<file path="src/hw/gcp_pkg.sv">
// Package for the instrument bus controller port: timing, layouts, commands.
// Assumes a single 200 MHz clock feeding every file that uses it.
package gcp_pkg;

	// ==========================================================
	// Timing
	localparam int CLK_MHZ = 200;
	localparam int TMO_US = 100;
	localparam int TMO_CYC = TMO_US * CLK_MHZ;
	localparam int IFC_US = 100;
	localparam int IFC_CYC = IFC_US * CLK_MHZ;
	localparam int POLL_NS = 2000;
	localparam int POLL_CYC = (POLL_NS * CLK_MHZ + 999) / 1000;
	localparam int SYNC_CYC = 3;
	localparam int TMR_W = 16;

	// ==========================================================
	// Field positions and values after reset
	localparam int ATN_BIT = 4;
	localparam logic [4:0] ADDR_RST = 5'h04;
	localparam logic [7:0] LISTEN_BASE = 8'h20;
	localparam logic [7:0] TALK_BASE = 8'h40;
	localparam int DATA_W = 8;
	localparam int FIFO_W = 9;
	localparam int FIFO_DEPTH = 8;

	// ==========================================================
	// Commands, states and carriers
	typedef enum logic [3:0] {
		OP_IFC = 4'h0,
		OP_REN_ON = 4'h1,
		OP_REN_OFF = 4'h2,
		OP_STANDBY = 4'h3,
		OP_IMSG = 4'h4,
		OP_LISTEN = 4'h5,
		OP_TALK = 4'h6,
		OP_DMSG = 4'h7,
		OP_RECV = 4'h8,
		OP_POLL = 4'h9,
		OP_SET_ADDR = 4'ha
	} gcp_op_t;

	typedef enum logic [6:0] {
		ST_IDLE = 7'h01,
		ST_IFC = 7'h02,
		ST_SRC_WAIT = 7'h04,
		ST_SRC_DAV = 7'h08,
		ST_ACC_RDY = 7'h10,
		ST_ACC_TAKE = 7'h20,
		ST_POLL = 7'h40
	} gcp_state_t;

	typedef struct packed {
		gcp_op_t op;
		logic [7:0] data;
		logic last;
	} gcp_cmd_t;

	typedef struct packed {
		logic [7:0] dio;
		logic eoi;
		logic dav;
		logic nrfd;
		logic ndac;
		logic srq;
	} gcp_bus_in_t;

	typedef struct packed {
		logic [7:0] dio;
		logic eoi;
		logic dav;
		logic nrfd;
		logic ndac;
		logic atn;
		logic ifc;
		logic ren;
	} gcp_bus_out_t;

	typedef struct packed {
		logic ndp;
		logic rto;
		logic ato;
		logic refused;
	} gcp_err_t;

endpackage

</file>
<file path="src/hw/gcp_fifo.sv">
// Flip-flop FIFO with valid/ready on both sides.
// Assumes one clock, synchronous active-high reset and a clock enable.
`timescale 1ns/1ps
module gcp_fifo #(
	parameter int WIDTH = 9,
	parameter int DEPTH = 8
) (
	input wire logic ref_clk,
	input wire logic sys_rst,
	input wire logic clk_en,
	input wire logic in_valid,
	output logic in_ready,
	input wire logic [WIDTH-1:0] in_data,
	output logic out_valid,
	input wire logic out_ready,
	output logic [WIDTH-1:0] out_data
);
	localparam int AW = $clog2(DEPTH);
	localparam int CW = $clog2(DEPTH + 1);
	localparam logic [CW-1:0] FULL = CW'(DEPTH);
	localparam logic [AW-1:0] LAST = AW'(DEPTH - 1);

	logic [WIDTH-1:0] mem [DEPTH];
	logic [AW-1:0] wr_ptr;
	logic [AW-1:0] rd_ptr;
	logic [CW-1:0] count;
	logic [AW-1:0] next_wr_ptr;
	logic [AW-1:0] next_rd_ptr;
	logic [CW-1:0] next_count;
	logic push;
	logic pop;

	// ==========================================================
	// Handshake and pointer update
	assign in_ready = count != FULL;
	assign out_valid = count != '0;
	assign out_data = mem[rd_ptr];
	assign push = in_valid && in_ready;
	assign pop = out_valid && out_ready;

	always_comb
	begin
		next_wr_ptr = wr_ptr;
		next_rd_ptr = rd_ptr;
		next_count = count;
		if (push)
			next_wr_ptr = (wr_ptr == LAST) ? '0 : wr_ptr + 1'b1;
		if (pop)
			next_rd_ptr = (rd_ptr == LAST) ? '0 : rd_ptr + 1'b1;
		if (push && !pop)
			next_count = count + 1'b1;
		else if (pop && !push)
			next_count = count - 1'b1;
	end

	// Registers; storage has no reset
	always_ff @(posedge ref_clk)
	begin
		if (sys_rst)
		begin
			wr_ptr <= '0;
			rd_ptr <= '0;
			count <= '0;
		end
		else if (clk_en)
		begin
			wr_ptr <= next_wr_ptr;
			rd_ptr <= next_rd_ptr;
			count <= next_count;
		end
		if (clk_en && push)
			mem[wr_ptr] <= in_data;
	end

endmodule

</file>
<file path="src/hw/gcp_port.sv">
// Controller-side instrument bus port: handshakes, control lines, poll.
// Assumes open-drain bus drivers outside; bus inputs are asynchronous.
// What this block does
// - Data transceiver direction follows read/write strobe only when enabled and selected.
// - Data bits pass unchanged in both directions.
// - Port B write while idle with no command pending makes ATN follow CPU data bit 4.
// - Asserted SRQ raises the interrupt request.
// - NRFD, NDAC, DAV, EOI are two-way; drive set by port state.
// - Bytes move bit-parallel on eight lines, paced by DAV, NRFD, NDAC.
// - Each handshake step starts only after the previous completed.
// - Roles assigned by asserting ATN and sending talk/listen address.
// - Under ATN only seven bits used; otherwise up to eight.
// - ATN plus EOI together starts a parallel poll.
// - Up to 15 devices, 32 addresses; target address defaults to 4.
// - Port rests in source or acceptor handshake mode.
// - SRQ status and parallel poll only in source mode.
// - Exit modes: interface msg ATN true, device out/in ATN false.
// - Sending: address target as listener, then source bytes.
// - Receiving: address source as talker, then accept bytes.
// - Controller may address talker and listener, then stand by.
// - Interface clear initialises port and drives IFC for 100 us.
// - Standby only releases ATN and floats data lines.
// - NRFD held true over 100 us during source handshake reports timeout.
`timescale 1ns/1ps
module gcp_port #(
	parameter int TMO_CYCLES = gcp_pkg::TMO_CYC,
	parameter int IFC_CYCLES = gcp_pkg::IFC_CYC
) (
	input wire logic ref_clk,
	input wire logic sys_rst,
	input wire logic clk_en,
	input wire logic cpu_enable,
	input wire logic cpu_port_select,
	input wire logic cpu_read_write_strobe,
	input wire logic cpu_port_b,
	input wire logic [7:0] cpu_wdata,
	output logic cpu_data_dir,
	input wire logic cmd_valid,
	output logic cmd_ready,
	input wire gcp_pkg::gcp_cmd_t cmd,
	output logic busy,
	output gcp_pkg::gcp_err_t err,
	output logic err_any,
	output logic src_mode,
	output logic srq_status,
	output logic irq,
	output logic [7:0] poll_byte,
	output logic poll_valid,
	output logic [8:0] rx_data,
	output logic rx_valid,
	input wire logic rx_ready,
	input wire gcp_pkg::gcp_bus_in_t bus_in,
	output gcp_pkg::gcp_bus_out_t bus_out,
	output gcp_pkg::gcp_bus_out_t bus_oe
);
	localparam logic [15:0] TMO_LAST = 16'(TMO_CYCLES - 1);
	localparam logic [15:0] IFC_LAST = 16'(IFC_CYCLES - 1);
	localparam logic [15:0] POLL_LAST = 16'(gcp_pkg::POLL_CYC - 1);
	localparam logic [15:0] SYNC_MIN = 16'(gcp_pkg::SYNC_CYC);

	gcp_pkg::gcp_bus_in_t sync1;
	gcp_pkg::gcp_bus_in_t sync2;
	gcp_pkg::gcp_state_t st;
	gcp_pkg::gcp_state_t next_st;
	gcp_pkg::gcp_err_t next_err;
	logic next_src_mode, atn, next_atn, ifc, next_ifc, ren, next_ren;
	logic dav, next_dav, eoi, next_eoi, nrfd, next_nrfd, ndac, next_ndac;
	logic dio_en, next_dio_en, acc_last, next_acc_last;
	logic next_cpu_data_dir, next_poll_valid;
	logic [7:0] tx, next_tx, next_poll_byte;
	logic [4:0] target_addr, next_target_addr;
	logic [15:0] tmr, next_tmr;
	logic nrfd_true, ndac_true, dav_true, eoi_true, srq_true;
	logic fifo_in_valid, fifo_in_ready, port_b_write;

	// ==========================================================
	// Bus input synchroniser, two stages
	always_ff @(posedge ref_clk)
	begin
		if (sys_rst)
		begin
			sync1 <= '1;
			sync2 <= '1;
		end
		else if (clk_en)
		begin
			sync1 <= bus_in;
			sync2 <= sync1;
		end
	end

	// Line low means true
	assign nrfd_true = !sync2.nrfd;
	assign ndac_true = !sync2.ndac;
	assign dav_true = !sync2.dav;
	assign eoi_true = !sync2.eoi;
	assign srq_true = !sync2.srq;

	// ==========================================================
	// Status and CPU-side outputs
	assign irq = srq_true;
	assign srq_status = src_mode && srq_true;
	assign busy = st != gcp_pkg::ST_IDLE;
	assign cmd_ready = st == gcp_pkg::ST_IDLE;
	assign err_any = |err;
	assign port_b_write = cpu_enable && cpu_port_select && !cpu_read_write_strobe && cpu_port_b;

	// ==========================================================
	// Bus drive: control lines pull low when enabled; data lines carry tx
	always_comb
	begin
		bus_out = '0;
		bus_out.dio = tx;
		bus_oe.dio = {8{dio_en}};
		bus_oe.eoi = eoi;
		bus_oe.dav = dav;
		bus_oe.nrfd = nrfd;
		bus_oe.ndac = ndac;
		bus_oe.atn = atn;
		bus_oe.ifc = ifc;
		bus_oe.ren = ren;
	end

	// ==========================================================
	// Received bytes with their end flag, stalled by a full buffer
	gcp_fifo #(
		.WIDTH(gcp_pkg::FIFO_W),
		.DEPTH(gcp_pkg::FIFO_DEPTH)
	) u_rx_fifo (
		.ref_clk(ref_clk),
		.sys_rst(sys_rst),
		.clk_en(clk_en),
		.in_valid(fifo_in_valid),
		.in_ready(fifo_in_ready),
		.in_data({eoi_true, sync2.dio}),
		.out_valid(rx_valid),
		.out_ready(rx_ready),
		.out_data(rx_data)
	);

	// Push once the talker shows data while we are ready
	assign fifo_in_valid = (st == gcp_pkg::ST_ACC_RDY) && !nrfd && dav_true;

	// ==========================================================
	// Port sequencer: next values
	always_comb
	begin
		next_st = st;
		next_err = err;
		next_src_mode = src_mode;
		next_atn = atn;
		next_ifc = ifc;
		next_ren = ren;
		next_dav = dav;
		next_eoi = eoi;
		next_nrfd = nrfd;
		next_ndac = ndac;
		next_dio_en = dio_en;
		next_acc_last = acc_last;
		next_tx = tx;
		next_target_addr = target_addr;
		next_tmr = tmr + 1'b1;
		next_poll_byte = poll_byte;
		next_poll_valid = 1'b0;
		next_cpu_data_dir = cpu_data_dir;
		// Transceiver direction latched from the strobe only while enabled and selected
		if (cpu_enable && cpu_port_select)
			next_cpu_data_dir = cpu_read_write_strobe;
		case (st)
			gcp_pkg::ST_IDLE:
			begin
				next_tmr = '0;
				if (cmd_valid)
				begin
					case (cmd.op)
						gcp_pkg::OP_IFC:
						begin
							// Reset port to source standby, then pulse IFC
							next_err = '0;
							next_ifc = 1'b1;
							next_src_mode = 1'b1;
							next_atn = 1'b0;
							next_dav = 1'b0;
							next_eoi = 1'b0;
							next_nrfd = 1'b0;
							next_ndac = 1'b0;
							next_dio_en = 1'b0;
							next_st = gcp_pkg::ST_IFC;
						end
						gcp_pkg::OP_REN_ON: next_ren = 1'b1;
						gcp_pkg::OP_REN_OFF: next_ren = 1'b0;
						gcp_pkg::OP_SET_ADDR: next_target_addr = cmd.data[4:0];
						gcp_pkg::OP_STANDBY:
						begin
							// Release ATN and float data only
							if (src_mode)
							begin
								next_atn = 1'b0;
								next_dio_en = 1'b0;
							end
							else
								next_err.refused = 1'b1;
						end
						gcp_pkg::OP_IMSG, gcp_pkg::OP_LISTEN, gcp_pkg::OP_TALK,
						gcp_pkg::OP_DMSG:
						begin
							// Enter source mode and place the byte
							next_err = '0;
							next_src_mode = 1'b1;
							next_nrfd = 1'b0;
							next_ndac = 1'b0;
							next_dio_en = 1'b1;
							next_atn = cmd.op != gcp_pkg::OP_DMSG;
							next_eoi = (cmd.op == gcp_pkg::OP_DMSG) && cmd.last;
							// Interface messages keep bit 7 clear
							next_tx = {1'b0, cmd.data[6:0]};
							if (cmd.op == gcp_pkg::OP_LISTEN)
								next_tx = gcp_pkg::LISTEN_BASE | {3'h0, target_addr};
							else if (cmd.op == gcp_pkg::OP_TALK)
								next_tx = gcp_pkg::TALK_BASE | {3'h0, target_addr};
							else if (cmd.op == gcp_pkg::OP_DMSG)
								next_tx = cmd.data;
							next_st = gcp_pkg::ST_SRC_WAIT;
						end
						gcp_pkg::OP_RECV:
						begin
							// Acceptor mode, ATN false, hold off talker
							next_err = '0;
							next_src_mode = 1'b0;
							next_atn = 1'b0;
							next_dio_en = 1'b0;
							next_dav = 1'b0;
							next_eoi = 1'b0;
							next_nrfd = 1'b1;
							next_ndac = 1'b1;
							next_st = gcp_pkg::ST_ACC_RDY;
						end
						gcp_pkg::OP_POLL:
						begin
							// ATN with EOI, source mode only
							if (src_mode)
							begin
								next_atn = 1'b1;
								next_eoi = 1'b1;
								next_dio_en = 1'b0;
								next_st = gcp_pkg::ST_POLL;
							end
							else
								next_err.refused = 1'b1;
						end
						default: next_err.refused = 1'b1;
					endcase
				end
				else if (port_b_write)
					next_atn = cpu_wdata[gcp_pkg::ATN_BIT];
			end
			gcp_pkg::ST_IFC:
			begin
				if (tmr == IFC_LAST)
				begin
					next_ifc = 1'b0;
					next_st = gcp_pkg::ST_IDLE;
				end
			end
			gcp_pkg::ST_SRC_WAIT:
			begin
				// Wait out synchroniser lag before trusting NRFD
				if (tmr >= SYNC_MIN && !nrfd_true && !ndac_true)
				begin
					next_err.ndp = 1'b1;
					next_eoi = 1'b0;
					next_st = gcp_pkg::ST_IDLE;
				end
				else if (tmr >= SYNC_MIN && !nrfd_true)
				begin
					next_dav = 1'b1;
					next_tmr = '0;
					next_st = gcp_pkg::ST_SRC_DAV;
				end
				else if (tmr == TMO_LAST)
				begin
					next_err.rto = 1'b1;
					next_eoi = 1'b0;
					next_st = gcp_pkg::ST_IDLE;
				end
			end
			gcp_pkg::ST_SRC_DAV:
			begin
				// Release DAV once all listeners accept
				if (tmr >= SYNC_MIN && !ndac_true)
				begin
					next_dav = 1'b0;
					next_eoi = 1'b0;
					next_st = gcp_pkg::ST_IDLE;
				end
				else if (tmr == TMO_LAST)
				begin
					next_err.ato = 1'b1;
					next_dav = 1'b0;
					next_eoi = 1'b0;
					next_st = gcp_pkg::ST_IDLE;
				end
			end
			gcp_pkg::ST_ACC_RDY:
			begin
				// Ready only while the buffer has room
				next_nrfd = !fifo_in_ready;
				if (fifo_in_valid && fifo_in_ready)
				begin
					next_acc_last = eoi_true;
					next_nrfd = 1'b1;
					next_ndac = 1'b0;
					next_st = gcp_pkg::ST_ACC_TAKE;
				end
			end
			gcp_pkg::ST_ACC_TAKE:
			begin
				// Re-arm only after the talker drops DAV
				if (!dav_true)
				begin
					next_ndac = 1'b1;
					next_st = acc_last ? gcp_pkg::ST_IDLE : gcp_pkg::ST_ACC_RDY;
				end
			end
			gcp_pkg::ST_POLL:
			begin
				if (tmr == POLL_LAST)
				begin
					next_poll_byte = sync2.dio;
					next_poll_valid = 1'b1;
					next_eoi = 1'b0;
					next_st = gcp_pkg::ST_IDLE;
				end
			end
			default: next_st = gcp_pkg::ST_IDLE;
		endcase
	end

	// Port sequencer: registers
	always_ff @(posedge ref_clk)
	begin
		if (sys_rst)
		begin
			st <= gcp_pkg::ST_IDLE;
			err <= '0;
			src_mode <= 1'b1;
			atn <= 1'b0;
			ifc <= 1'b0;
			ren <= 1'b0;
			dav <= 1'b0;
			eoi <= 1'b0;
			nrfd <= 1'b0;
			ndac <= 1'b0;
			dio_en <= 1'b0;
			acc_last <= 1'b0;
			tx <= '0;
			target_addr <= gcp_pkg::ADDR_RST;
			tmr <= '0;
			poll_byte <= '0;
			poll_valid <= 1'b0;
			cpu_data_dir <= 1'b0;
		end
		else if (clk_en)
		begin
			st <= next_st;
			err <= next_err;
			src_mode <= next_src_mode;
			atn <= next_atn;
			ifc <= next_ifc;
			ren <= next_ren;
			dav <= next_dav;
			eoi <= next_eoi;
			nrfd <= next_nrfd;
			ndac <= next_ndac;
			dio_en <= next_dio_en;
			acc_last <= next_acc_last;
			tx <= next_tx;
			target_addr <= next_target_addr;
			tmr <= next_tmr;
			poll_byte <= next_poll_byte;
			poll_valid <= next_poll_valid;
			cpu_data_dir <= next_cpu_data_dir;
		end
	end
endmodule

</file>
<file path="config.mk">
export PLATFORM = sky130hd
export DESIGN_NAME = gcp_port
export DESIGN_NICKNAME = d
export VERILOG_FILES = /design/src/hw/gcp_pkg.sv /design/src/hw/gcp_fifo.sv /design/src/hw/gcp_port.sv
export SDC_FILE = /design/constraint.sdc
export NUM_CORES = 1
export LEC_CHECK = 0
export CORE_MARGIN = 5
export CORE_UTILIZATION = 45
export DETAILED_ROUTE_END_ITERATION = 10
export DONT_BUFFER_PORTS = 1
export PLACE_DENSITY = 0.59
export SYNTH_ARGS = -nofsm -noshare
export SYNTH_HDL_FRONTEND = slang
export SYNTH_SLANG_ARGS = --single-unit
</file>
<file path="constraint.sdc">
create_clock -name ref_clk -period 4.2 [get_ports ref_clk]
set_clock_uncertainty 0.2 [all_clocks]
set_input_delay 0.84 -clock ref_clk [delete_from_list [all_inputs] [get_ports ref_clk]]
set_output_delay 0.84 -clock ref_clk [all_outputs]
set_load 0.01 [all_outputs]
</file>
==> Word-level counts from Yosys, hierarchy flattened <==
Memory sizes are Yosys's and may differ from the RTL's. A register that Yosys moved wholly into a read port is not among the register bits.
Cells that the tools add are included.
{ "word_totals": {"input_bits": 43, "reg_bits": 96, "ram_bits": 72, "word_cells": 232, "memories": 1, "out_inout_bits": 60} }
{ "classes": {"bitwise": 1, "n_reduce_logical": 66, "muxes": 72, "n_lt_le_gt_ge": 1, "eq_ne": 50, "add_sub_neg": 5} }
{ "memory_table": {"columns": ["name", "depth", "width", "read_ports", "rd_ports_with_merged_regs", "wr", "line", "rtl"], "rows": [
  ["u_rx_fifo.mem", 8, 9, 1, 1, 1, "gcp_fifo.sv:23", "logic [WIDTH-1:0] mem [DEPTH];"]
]} }
{ "ops": {"columns": ["operator", "n"], "rows": [
  ["$mux W7", 9],
  ["$pmux W7 S7", 1],
  ["$mux W1", 32],
  ["$mux W16", 2],
  ["$pmux W16 S2", 1],
  ["$ne A2 B2 Y1 const B", 14],
  ["$pmux W7 S4", 1],
  ["$reduce_and A7 Y1", 4],
  ["$mux W8", 3],
  ["$reduce_and A4 Y1", 5],
  ["$reduce_and A5 Y1", 4],
  ["$reduce_and A6 Y1", 3],
  ["$add A16 B1 Y16 const B", 1],
  ["$eq A16 B15 Y1 const B", 1],
  ["$eq A16 B9 Y1 const B", 1],
  ["$eq A4 B3 Y1 const B", 4],
  ["$ge A16 B2 Y1 const B", 1],
  ["$reduce_bool A2 Y1", 8],
  ["$logic_and A1 B1 Y1", 15],
  ["$mux W3", 5],
  ["$ne A3 B3 Y1 const B", 5],
  ["$pmux W1 S3", 5],
  ["$eq A4 B4 Y1 const B", 3],
  ["$mux W4", 3],
  ["other kinds (37)", 64]
]} }

==> Longest topological paths before layout <==
{ "depth": {"depth_word": 8, "ltp_mapped": 12, "mapped_depth_nobuf": 11} }

==> Cells and area by module <==
A second synthesis with hierarchy kept.
{ "hier_totals": {"hier_cells": 668, "hier_area_um2": 7583.5} }
{ "by_module_without_submodules": {"columns": ["mod", "area_each_um2", "seq_area_each_um2", "n_inst", "cells_per_inst"], "rows": [
  ["gcp_port", 4201.5, 1721.7, 1, 492],
  ["gcp_fifo", 3382.0, 2422.3, 1, 176]
]} }

==> Least setup slack after synthesis <==
OpenSTA, ideal clock, no wires.
{ "synth_timing": {"path_kind": "flip-flop to flip-flop", "startpoint": "register st[2]", "endpoint": "register u_rx_fifo.count[3]", "setup_ns": 0.071, "period_less_slack_ns": 3.278, "setup_slack_ns": 0.922, "n_path_buf": 1, "path_stages_with_launch": 13, "t_required_ns": 3.929, "t_arrival_ns": 3.007, "cell_sequence": "dfxtp_1 > clkbuf_1 > or4_1 > or3_1 > nor4_1 > ha_1 > inv_1 > ha_1 > a21o_1 > a21oi_1 > xnor2_1 > or3_1 > a21oi_1"} }
{ "synth_via": {"elab_chain_len": 8, "elab_cells_between_ends": 10, "cone_classes": "1 x eq/ne; 1 x mux; 8 x reduce/logical"} }
{ "synth_lines": {"columns": ["item", "line", "rtl"], "rows": [
  ["start: declaration", "gcp_port.sv:63", "gcp_pkg::gcp_state_t st;"],
  ["start signal: assignment", "gcp_port.sv:344", "st <= gcp_pkg::ST_IDLE;"],
  ["start signal: assignment", "gcp_port.sv:365", "st <= next_st;"],
  ["$eq A7 B5 Y1 *", "gcp_port.sv:142", "assign fifo_in_valid = (st == gcp_pkg::ST_ACC_RDY) && !nrfd && dav_true;"],
  ["$logic_and A1 B1 Y1 * (2 in a row)", "gcp_port.sv:142", null],
  ["$logic_and A1 B1 Y1 *", "gcp_fifo.sv:38", "assign push = in_valid && in_ready;"],
  ["$logic_not A1 Y1", "gcp_fifo.sv:52", "else if (pop && !push)"],
  ["$logic_and A1 B1 Y1", "gcp_fifo.sv:52", null],
  ["$reduce_bool A2 Y1 (no source line)", null, null],
  ["$reduce_and A2 Y1 (no source line)", null, null],
  ["end signal: assignment", "gcp_fifo.sv:69", "count <= next_count;"],
  ["end: declaration", "gcp_fifo.sv:26", "logic [CW-1:0] count;"]
]} }
Every way passes the cells marked *; elsewhere a longest branch is shown, timed or not.
A chain may end at the register's enable or synchronous reset.

==> Final worst setup path <==
Same ends and word-level chain as after synthesis.

==> impl_metrics.tcl <==
set metrics [dict create \
    status "completed" \
    cellPowerDensity_nw_per_um2 482 \
    final.setup.tns_ns 0 \
    worst_hold_slack_ns 0.246 \
    ys.warnings.count 0 \
    drt-vias-per-instance 5.65 \
    wire_per_inst_um 19.1 \
    drc 0 \
    drt-initial-drc-count 348 \
    synth_edf_count 72 \
    drv_cap 0 \
    synthesis.area_um2 7690 \
    synth_common_cells "dfxtp_1 (99), edfxtp_1 (72), nor2_1 (54), nand2_1 (53), mux2i_1 (45)" \
    core_um2 16700 \
    initial_utilization_pct 46.0 \
    numCtsBuffers 17 \
    min_period_ns 3.49 \
    endpoint_kind "flop" \
    yosysTopAreaCell "edfxtp_1" \
    num-nets-final 708 \
    cts_root_buf "clkbuf_16" \
    ys_seq_area_share_pct 53.9 \
    cts_tree "done" \
    place_congestion 0.868 \
    synth_top_area_share_pct 28.1 \
    dpl.hpwl_mm 11.6 \
    n_antenna_cell 0 \
    grt_start_max_net_pins 67 \
    final-hold-violation-count 0 \
    rsz0062_at_grt "false" \
    finalNonFillerCells 889 \
    hold_buffers 0 \
    fmax_ghz 0.286 \
    p_leak_nw 2.94 \
    syn_avg_cell_area_um2 11.3 \
    critPathMaxFanout 10 \
    synthFlopType "dfxtp_1" \
    synth_area_leaders "edfxtp_1 (28%), dfxtp_1 (26%), mux2i_1 (5.9%), mux4_2 (5.3%), nor2_1 (2.6%)" \
    slew_headroom_pct 37.5 \
    dr.pass1.iters 4 \
    postCtsSetupRepairBufs 0 \
    drive_gt1_share_pct 12.6 \
    slew_viol_final 0 \
    dp.cells 857 \
    finalSetupViolations 0 \
    worstHoldPathType "flop to flop" \
    post-place-ws_ns 0.718 \
    syn_to_final_growth_pct 8.85 \
    synth-seq-cells 171 \
    period_share_pct 83.2 \
    row_count 47 \
    setup_ws_ns 0.706 \
    path_class "flop to flop" \
    clock_latency_ns 0.42 \
    ant_nets 0 \
    grt_pass1_vias 4958 \
    yosysUniqueCellTypes 69 \
    io_pins 103 \
    die_w_um 141 \
    arrival_ns 3.65 \
    crit_required_ns 4.36 \
    synth_cells 678 \
    antenna_found_initial 1 \
    tightest_slew_ns 0.936 \
    die_height_um 141 \
    vias 5027 \
    grt_util_all_layers_pct 17.4 \
    grt_pass1_wl_mm 27.4 \
    worst_ir_drop_vdd_mv 0.320 \
    dieArea_um2 19800 \
    startpoint_type "flop" \
    synth-async-reset-ratio_pct 0 \
    gr-total-overflow 0 \
    synth_most_common_cell "dfxtp_1" \
    routed_wl_mm 17.0 \
    io_buffer_count 0 \
    cts_resized 0 \
    htreeDepth 4 \
    clock_sinks 171 \
    clk_pin_slew_ns 0.07 \
    cts.path.max_buffers 2 \
    final_core_util_pct 50.1 \
    fillers 1506 \
]
-- layer usage --
layer	up-vias	part of all wire (%)	track usage, %
met2	87	50	29.1
met1	2464	44	22.5
met3	14	4.5	4.67
met5	-	0.12	0
li1	2460	-	-
met4	2	0.98	4.59
-- report_power, final --
group | internal (mW) | total, mW | switching, mW
Sequential | 1.79 | 1.89 | 0.102
Clock | 0.850 | 1.56 | 0.711
Combinational | 0.215 | 0.585 | 0.370
-- worst max-delay path: stages, from the launching register on --
cell	delay, ns
dfxtp_1	0.41
or4_1	0.53
or3_1	0.42
nor4_1	0.30
ha_1	0.25
inv_1	0.10
ha_1	0.31
a21o_1	0.17
a21oi_1	0.17
xnor2_1	0.10
or3_1	0.34
a21oi_1	0.13
-- path summary, 6_finish.rpt --
kind	start	slack, ns	to	cells after the start
min reg2reg	sync2[4]	0.25	acc_last	1
min	sync2[4]	0.25	acc_last	1
max reg2reg	st[2]	0.71	u_rx_fifo.count[3]	11
max	st[2]	0.71	u_rx_fifo.count[3]	11
-- logic make-up after synthesis --
family,Yosys count,share of synthesized area (%)
and+or+nand+nor,226,15.1
DFF,171,53.9
AOI/OAI and AO/OA,104,9.78
buffers and inverters,75,4.92
muxes,72,12.5
xor gates and xnor gates,20,2.28
adders and majority gates,9,1.56
other,1,0.0488
-- cell type report --
class	instances	area (um2)	area share [%]
flip-flops and latches	171	4140	49.5
multi-input cells	438	3190	38.2
clock buffers	17	425	5.08
well taps	220	275	3.29
clock inverters	15	168	2.00
repair buffers	15	113	1.35
inverters	13	48.8	0.583
-- through the flow --
step,total power [mW],cell area (um2)
2_1_floorplan,2.40,7710
3_5_place_dp,2.51,7770
5_1_grt,4.22,8370
4_1_cts,4.07,8370
6_report,4.03,8370
3_3_place_gp,2.50,7770
-- layout by cell type (no fill, tap or decap), types with 3 or more instances in the layout --
cell type and n:
a211oi_1 11, inv_1 13, nor3b_1 4, or4_1 9, o22ai_1 3, ha_1 8
a21oi_1 26, nand4b_1 4, nor3_1 28, and3_1 3, nor4_1 5, nand3_1 17
o211ai_1 6, nor2_1 54, o21ai_0 11, mux2i_1 45, inv_6 3, dfxtp_1 99
o311a_1 3, inv_8 6, buf_4 15, a21boi_0 3, o31ai_1 4, mux4_2 18
nor2b_1 5, nand4_1 13, or3_1 5, a31oi_1 6, xor2_1 12, mux2_2 9
nand2b_1 9, nand2_1 53, xnor2_1 8, o211a_1 3, clkbuf_16 17, edfxtp_1 72
a21o_1 3, conb_1 7, nor4b_1 4, o21a_1 5
-- flip-flops by register name, indices dropped and copies added (netlist names), 3 cells and up, named ones only --
| signal | flops |
|---|---|
| poll_byte | 8 |
| u_rx_fifo.count | 4 |
| st | 7 |
| target_addr | 5 |
| tmr | 16 |
| sync2 | 13 |
| err | 4 |
| u_rx_fifo.mem | 72 |
| u_rx_fifo.wr_ptr | 3 |
| tx | 8 |
| sync1 | 13 |
| u_rx_fifo.rd_ptr | 3 |
Power figures use the tool's default switching activity.
